==> config.mk <==
export PLATFORM = sky130hd
export DESIGN_NAME = ldh_host_port
export DESIGN_NICKNAME = d
export VERILOG_FILES = /design/src/verilog/ldh_pkg.sv /design/src/verilog/ldh_mem_if.sv /design/src/verilog/ldh_display_mem.sv /design/src/verilog/ldh_host_port.sv
export VERILOG_INCLUDE_DIRS = /design/src /design/src/verilog
export SDC_FILE = /design/constraint.sdc
export NUM_CORES = 1
export LEC_CHECK = 0
export BUFFER_PORTS_ARGS = -buffer_cell sky130_fd_sc_hd__clkbuf_2
export CORE_ASPECT_RATIO = 1.1
export CORE_UTILIZATION = 50
export CTS_BUF_LIST = sky130_fd_sc_hd__clkbuf_2
export CTS_CLUSTER_SIZE = 8
export DETAILED_ROUTE_END_ITERATION = 8
export PLACE_DENSITY = 0.68
export SYNTH_ARGS = -nofsm -noshare
export SYNTH_HDL_FRONTEND = slang
export SYNTH_SLANG_ARGS = --single-unit
==> constraint.sdc <==
create_clock -name CLK_SYS -period 4.95 [get_ports CLK_SYS]
set_input_delay 1.485 -clock CLK_SYS [delete_from_list [all_inputs] [get_ports CLK_SYS]]
set_output_delay 1.485 -clock CLK_SYS [all_outputs]
set_load 0.02 [all_outputs]
==> src/verilog/ldh_params.svh <==
`ifndef LDH_PARAMS_SVH
`define LDH_PARAMS_SVH
// ****************************************************************
// Control word fields and sizes.
// ****************************************************************
`define LDH_BIT_RUN        4
`define LDH_BIT_NODECODE   5
`define LDH_BIT_HEXA       6
`define LDH_BIT_DATAFOLLOW 7
`define LDH_BIT_DP         7
`define LDH_DIGITS         8
`define LDH_LAST_DIGIT     3'h7
`define LDH_FIRST_DIGIT    3'h0
`define LDH_RST_CTRL       8'h90
`define LDH_RST_DATA       8'h00
`define LDH_SEG_OFF        8'h00
`define LDH_DIGIT_OFF      8'h00
`define LDH_TRI_LOW        2'h0
`define LDH_TRI_MID        2'h1
`define LDH_TRI_HIGH       2'h2
`define LDH_SCAN_DIV       16'h09C3
`define LDH_CODE_BLANK     4'hF
`endif

==> src/verilog/ldh_pkg.sv <==
`include "ldh_params.svh"
package ldh_pkg;
   typedef logic [7:0] ldh_byte_t;
   typedef logic [2:0] ldh_addr_t;
   typedef logic [1:0] ldh_tri_t;
   typedef enum logic [1:0] {LDH_IDLE, LDH_LOADING, LDH_FULL} ldh_load_e;
endpackage : ldh_pkg

==> src/verilog/ldh_mem_if.sv <==
interface ldh_mem_if;
   import ldh_pkg::*;
   logic      wr_en;
   ldh_addr_t wr_addr;
   ldh_byte_t wr_data;
   ldh_addr_t rd_addr;
   ldh_byte_t rd_data;
   modport ctrl (output wr_en, output wr_addr, output wr_data, output rd_addr, input rd_data);
   modport mem  (input wr_en, input wr_addr, input wr_data, input rd_addr, output rd_data);
endinterface : ldh_mem_if

==> src/verilog/ldh_display_mem.sv <==
`include "ldh_params.svh"
module ldh_display_mem (
   input  wire logic CLK_SYS,
   input  wire logic RESET,
   input  wire logic CLK_EN,
   ldh_mem_if.mem    port
);
   import ldh_pkg::*;
   ldh_byte_t mem_q [`LDH_DIGITS];
   ldh_byte_t rd_q;
   assign port.rd_data = rd_q;
   // ****************************************************************
   // Storage with registered read.
   // ****************************************************************
   genvar g;
   generate
      for (g = 0; g < `LDH_DIGITS; g++) begin : g_cell
         always_ff @(posedge CLK_SYS) begin
            if (RESET) begin
               mem_q[g] <= `LDH_RST_DATA;
            end else if (CLK_EN && port.wr_en && port.wr_addr == ldh_addr_t'(g)) begin
               mem_q[g] <= port.wr_data;
            end
         end
      end
   endgenerate
   always_ff @(posedge CLK_SYS) begin
      if (RESET) begin
         rd_q <= `LDH_RST_DATA;
      end else if (CLK_EN) begin
         rd_q <= mem_q[port.rd_addr];
      end
   end
endmodule : ldh_display_mem

==> src/verilog/ldh_host_port.sv <==
`include "ldh_params.svh"
// Function
// - Mode high with strobe low takes the bus as a control word.
// - Control word holds decode enable, decode type, shutdown and data-follows.
// - After data-follows, each strobe falling edge stores one display byte.
// - After eight loads, strobes are ignored until a new control word.
// - Sequential address advances by itself with each accepted data strobe.
// - Mode low during a strobe means the bus is display data.
// - When full, data strobes leave the device undisturbed; a control word is still taken.
// - Random variant takes settings from the three-level pin, strobe independent.
// - Random variant writes data at the presented 3-bit digit address.
// - Random write changes only the addressed digit.
// - Undecoded mode gives each of 64 bits its own output.
// - Bit4 low shutdown, bit5 low decode, bit6 high hex, bit7 data.
// - Tri pin high hex, mid alternate code, low shutdown.
// - Shutdown stops drivers and scan but writes still land.
// - Undecoded one lights a segment; decimal point lights on zero.
module ldh_host_port #(
   parameter logic [15:0] SCAN_DIV   = `LDH_SCAN_DIV,
   parameter bit          RANDOM_VAR = 1'b0
) (
   // Clock and reset.
   input  wire logic            CLK_SYS,
   input  wire logic            RESET,
   input  wire logic            CLK_EN,
   // Host bus.
   input  wire logic            WRITE_N,
   input  wire logic            MODE,
   input  wire ldh_pkg::ldh_byte_t INPUT_BUS_BITS,
   input  wire ldh_pkg::ldh_addr_t DIGIT_ADDRESS_BUS,
   input  wire ldh_pkg::ldh_tri_t  TRI_LEVEL_SETTINGS_PIN,
   // Display drive.
   output logic [7:0]           SEGMENTS,
   output logic [7:0]           DIGIT_SELECT,
   // Status.
   output logic                 SHUTDOWN,
   output logic                 LOAD_FULL
);
   import ldh_pkg::*;

   ldh_mem_if mem_bus ();

   // ****************************************************************
   // Strobe edge detect.
   // ****************************************************************
   logic      wr_prev_q;
   logic      fall;
   assign fall = wr_prev_q && !WRITE_N;
   always_ff @(posedge CLK_SYS) begin
      if (RESET) begin
         wr_prev_q <= 1'b1;
      end else if (CLK_EN) begin
         wr_prev_q <= WRITE_N;
      end
   end

   // ****************************************************************
   // Control word register.
   // ****************************************************************
   ldh_byte_t ctrl_q;
   logic      ctrl_take;
   assign ctrl_take = !RANDOM_VAR && fall && MODE;
   always_ff @(posedge CLK_SYS) begin
      if (RESET) begin
         ctrl_q <= `LDH_RST_CTRL;
      end else if (CLK_EN && ctrl_take) begin
         ctrl_q <= INPUT_BUS_BITS;
      end
   end

   // ****************************************************************
   // Effective settings.
   // ****************************************************************
   logic eff_shut;
   logic eff_hexa;
   logic eff_decode;
   always_comb begin
      if (RANDOM_VAR) begin
         eff_shut   = TRI_LEVEL_SETTINGS_PIN == `LDH_TRI_LOW;
         eff_hexa   = TRI_LEVEL_SETTINGS_PIN == `LDH_TRI_HIGH;
         eff_decode = 1'b1;
      end else begin
         eff_shut   = !ctrl_q[`LDH_BIT_RUN];
         eff_hexa   = ctrl_q[`LDH_BIT_HEXA];
         eff_decode = !ctrl_q[`LDH_BIT_NODECODE];
      end
   end

   // ****************************************************************
   // Sequential load state.
   // ****************************************************************
   ldh_load_e state_q;
   ldh_addr_t ptr_q;
   logic      data_take;
   assign data_take = fall && !MODE && state_q == LDH_LOADING;
   always_ff @(posedge CLK_SYS) begin
      if (RESET) begin
         state_q <= LDH_IDLE;
         ptr_q   <= `LDH_FIRST_DIGIT;
      end else if (CLK_EN && !RANDOM_VAR) begin
         if (ctrl_take) begin
            ptr_q   <= `LDH_FIRST_DIGIT;
            state_q <= INPUT_BUS_BITS[`LDH_BIT_DATAFOLLOW] ? LDH_LOADING : LDH_IDLE;
         end else begin
            case (state_q)
               LDH_LOADING: begin
                  if (data_take) begin
                     ptr_q <= ptr_q + 3'h1;
                     if (ptr_q == `LDH_LAST_DIGIT) begin
                        state_q <= LDH_FULL;
                     end
                  end
               end
               LDH_FULL: state_q <= LDH_FULL;
               LDH_IDLE: state_q <= LDH_IDLE;
               default:  state_q <= LDH_IDLE;
            endcase
         end
      end
   end

   // ****************************************************************
   // Memory write port.
   // ****************************************************************
   // writes continue in shutdown
   always_comb begin
      if (RANDOM_VAR) begin
         mem_bus.wr_en   = !WRITE_N;
         mem_bus.wr_addr = DIGIT_ADDRESS_BUS;
      end else begin
         mem_bus.wr_en   = data_take;
         mem_bus.wr_addr = ptr_q;
      end
      mem_bus.wr_data = INPUT_BUS_BITS;
   end

   ldh_display_mem u_mem (
      .CLK_SYS (CLK_SYS),
      .RESET   (RESET),
      .CLK_EN  (CLK_EN),
      .port    (mem_bus.mem)
   );

   // ****************************************************************
   // Scan counter.
   // ****************************************************************
   logic [15:0] div_q;
   ldh_addr_t   scan_q;
   ldh_addr_t   shown_q;
   logic        tick;
   assign tick = div_q == SCAN_DIV;
   assign mem_bus.rd_addr = scan_q;
   always_ff @(posedge CLK_SYS) begin
      if (RESET) begin
         div_q   <= 16'h0000;
         scan_q  <= `LDH_FIRST_DIGIT;
         shown_q <= `LDH_FIRST_DIGIT;
      end else if (CLK_EN) begin
         // The shown digit follows the read address in shutdown too, so both resume aligned.
         shown_q <= scan_q;
         if (!eff_shut) begin
            div_q <= tick ? 16'h0000 : div_q + 16'h0001;
            if (tick) begin
               scan_q <= scan_q + 3'h1;
            end
         end
      end
   end

   // ****************************************************************
   // Segment decode.
   // ****************************************************************
   function automatic logic [6:0] seg7(input logic [3:0] v, input logic hexa);
      logic [6:0] s;
      s = 7'h00;
      case (v)
         4'h0: s = 7'h3F;
         4'h1: s = 7'h06;
         4'h2: s = 7'h5B;
         4'h3: s = 7'h4F;
         4'h4: s = 7'h66;
         4'h5: s = 7'h6D;
         4'h6: s = 7'h7D;
         4'h7: s = 7'h07;
         4'h8: s = 7'h7F;
         4'h9: s = 7'h6F;
         4'hA: s = hexa ? 7'h77 : 7'h40;
         4'hB: s = hexa ? 7'h7C : 7'h79;
         4'hC: s = hexa ? 7'h39 : 7'h76;
         4'hD: s = hexa ? 7'h5E : 7'h38;
         4'hE: s = hexa ? 7'h79 : 7'h73;
         4'hF: s = hexa ? 7'h71 : 7'h00;
         default: s = 7'h00;
      endcase
      return s;
   endfunction : seg7

   ldh_byte_t seg_d;
   always_comb begin
      if (eff_decode) begin
         seg_d = {!mem_bus.rd_data[`LDH_BIT_DP], seg7(mem_bus.rd_data[3:0], eff_hexa)};
      end else begin
         seg_d = {!mem_bus.rd_data[`LDH_BIT_DP], mem_bus.rd_data[6:0]};
      end
   end

   // ****************************************************************
   // Registered outputs.
   // ****************************************************************
   always_ff @(posedge CLK_SYS) begin
      if (RESET) begin
         SEGMENTS     <= `LDH_SEG_OFF;
         DIGIT_SELECT <= `LDH_DIGIT_OFF;
         SHUTDOWN     <= 1'b0;
         LOAD_FULL    <= 1'b0;
      end else if (CLK_EN) begin
         SHUTDOWN  <= eff_shut;
         LOAD_FULL <= state_q == LDH_FULL;
         if (eff_shut) begin
            SEGMENTS     <= `LDH_SEG_OFF;
            DIGIT_SELECT <= `LDH_DIGIT_OFF;
         end else begin
            SEGMENTS     <= seg_d;
            DIGIT_SELECT <= 8'h01 << shown_q;
         end
      end
   end
endmodule : ldh_host_port

==> impl_metrics.toml <==
[worst_setup_path]
critPathBufInv = 1
required_ns = 3.46
slowest_stage = "dfxtp_1"
cpPeakStageDelay_ns = 0.39
crit_family = "flip-flops"
crit_path_end_kind = "output port"
worstPathCellList = "clkbuf_2"
path_max_fanout = 2
start_kind = "flop"
cp_data_arrival_time_ns = 1.23
critical_path_class = "flop to output port"

[grt]
antenna_found_initial = 0
grt.total_usage = 0.208
grt_pass1_wl_um = 19300
grt_pass1_vias = 3979
gr-total-overflow = 0
grt_max_degree = 42

[route]
postRouteAntennaNets = 0
num_vias = 4033
via_per_inst = 5.65
wl_per_cell_um = 16.2
drc_errors = 0
drtPass1Iterations = 5
routed_wl_um = 11600
drt_iter0_drc = 222

[worst_hold_path]
hold_path.class = "flop to flop"

[die]
ios = 36
start_util = 0.524
die_x_um = 105
die_h_um = 115
die_area_sq_um = 12100
core_area_sq_um = 11100
rows = 40

[timing]
rsz0062_at_grt = "false"
final.setup_skew_ns = 0.0410
tns_ns = 0
maxSlewViolCount = 0
whs_ns = 0.482
period_needed_ns = 2.72
hold_viol = 0
worstMarginPinSlew_ns = 0.773
fmax_mhz = 368
final-setup-viol-count = 0
period_share = 0.549
max_slew_margin = 0.484

[synthesis]
ys_async_sr_fraction = 0
syn-num-nets = 565
synth_area_per_cell_sq_um = 10.8
synthDistinctLibCells = 64
synth_top_cell_area_share = 0.330
seq_area_frac_synth = 0.526
syn_area_sq_um = 5820
synth_seq_cells = 121
synth_ff_type = "edfxtp_1"
synth_edf_count = 64
syn_inst = 537
synthTopCellsByArea = "edfxtp_1 (33%), dfxtp_1 (20%), and2_1 (7.3%), mux4_2 (4.3%), nor2_1 (3.0%)"
ys_warn_count = 0
synth_area_leader_cell = "edfxtp_1"

[finish]
multi_input_area_sq_um = 2530
fillCellCount = 994
layout_common_cells = "and2_1 (68), edfxtp_1 (64), dfxtp_1 (57)"
area_growth_pct = 7.56
layout-drive-gt1-share = 0.159
nets = 582
diodes = 0
seq_area_sq_um = 3060
layout_commonest_cell = "and2_1"

[cts]
post-cts-setup-buffers = 0
clockBufferDepth = 2
htree_levels = 4
cts_tree = "yes"
cts_made_buffers = 17
clock_sinks = 121
cts.repair.resized = 0
clk_pin_slew_ns = 0.19
clk_latency_ns = 0.68
ctsHoldBuffers = 0
root_buffer = "clkbuf_2"

[flow_run]
max-cap-violations = 0

[power]
power-per-cell-area_nw_per_um2 = 301
clkPwrFrac = 0.354
switching_power_mw = 0.475
irDropWorstVdd_v = 0.000172
p_int_mw = 1.41
total_leakage_power_nw = 2.28
swShare = 0.252
power_frac_comb = 0.059
seqPwrFrac = 0.587

[status]
status = "finished, final reports clean"

[place]
gp_congestion = 0.790
portBuffers = 30
hpwl_um = 8150
==> synthesized netlist by cell type (2+ instances only) <==
cell type   n
a2111o_1    2
a211oi_1    3
a21o_1      3
a21oi_1    27
a221oi_1    3
a22oi_1     7
a31oi_1     6
a32oi_1     2
and2_1     68
and3_1      5
and4_1      8
buf_2      13
buf_4       6
clkbuf_1   15
dfxtp_1    57
edfxtp_1   64
ha_1       10
inv_1      13
mux2_2      5
mux2i_1    16
mux4_2     11
nand2_1    34
nand2b_1    4
nand3_1    12
nand3b_1    2
nand4_1     7
nor2_1     46
nor2b_1     7
nor3_1     11
nor3b_1     2
nor4_1      6
o211ai_1    4
o21a_1      2
o21ai_0     8
o22ai_1     3
o32ai_1     4
o41ai_1     2
or2_2       2
xnor2_1     8
xor2_1      5
==> flip-flops by register name, summed over array words and instances (netlist names) <==
signal,flops
mem_bus.wr_addr,3
SEGMENTS,8
ctrl_q,3
LOAD_FULL,1
state_q,2
div_q,16
u_mem.mem_q,64
mem_bus.rd_addr,3
DIGIT_SELECT,8
u_mem.port.rd_data,8
shown_q,3
wr_prev_q,1
SHUTDOWN,1
==> layer usage <==
layer	vias to the layer above	wire length, um	global-route usage
met5	-	0	0
met4	0	227	0.0911
met3	22	447	0.0454
met2	87	5890	0.369
met1	1931	5010	0.246
li1	1993	-	-
==> final timing paths <==
kind	cells past startpoint	from	slack [ns]	end
worst max-delay path	1	DIGIT_SELECT[7]	2.23	DIGIT_SELECT[7]
worst max register to register	4	ctrl_q[4]	2.90	div_q[7]
worst min register to register	2	SEGMENTS[7]	0.48	SEGMENTS[7]
worst min-delay path	2	SEGMENTS[7]	0.48	SEGMENTS[7]
==> power by group through the flow <==
stage               registers [mW]  logic (mW)  clock network (mW)
finish                        1.11       0.112               0.668
global route                  1.11       0.124               0.726
CTS                           1.11       0.112               0.685
detailed placement            1.13       0.112                   0
global placement              1.13       0.110                   0
floorplan                     1.12      0.0776                   0
==> per-stage QoR <==
stage	setup WS, ns	instance area [sq um]	std cells	utilization	total power [mW]
after floorplan	2.23	5820	537	-	1.20
after global placement	1.60	6000	682	0.540	1.24
after detailed placement	1.54	6000	682	0.540	1.24
after CTS	2.17	6260	714	0.564	1.90
after global routing	2.10	6260	714	0.564	1.96
final	2.23	6260	714	0.564	1.89
==> final cells by class <==
class                           count  area share
Inverter                           14     0.00839
Sequential cell                   121       0.489
Tap cell                          147      0.0294
Timing Repair Buffer               33      0.0276
Multi-Input combinational cell    367       0.404
Clock inverter                     14      0.0274
Clock buffer                       18      0.0144
==> cell families (layout without fill, tap and decap cells) <==
group	after synthesis	count (layout)	share of synthesized area
AO/OA/AOI/OAI	85	85	0.0977
XOR/XNOR	13	13	0.0195
adder cells (fa/ha/maj)	10	10	0.0215
buffers and inverters	49	79	0.0395
flip-flops	121	121	0.526
multiplexers	32	32	0.0797
AND/OR/NAND/NOR	227	227	0.216
Power figures use the tool's default switching activity.
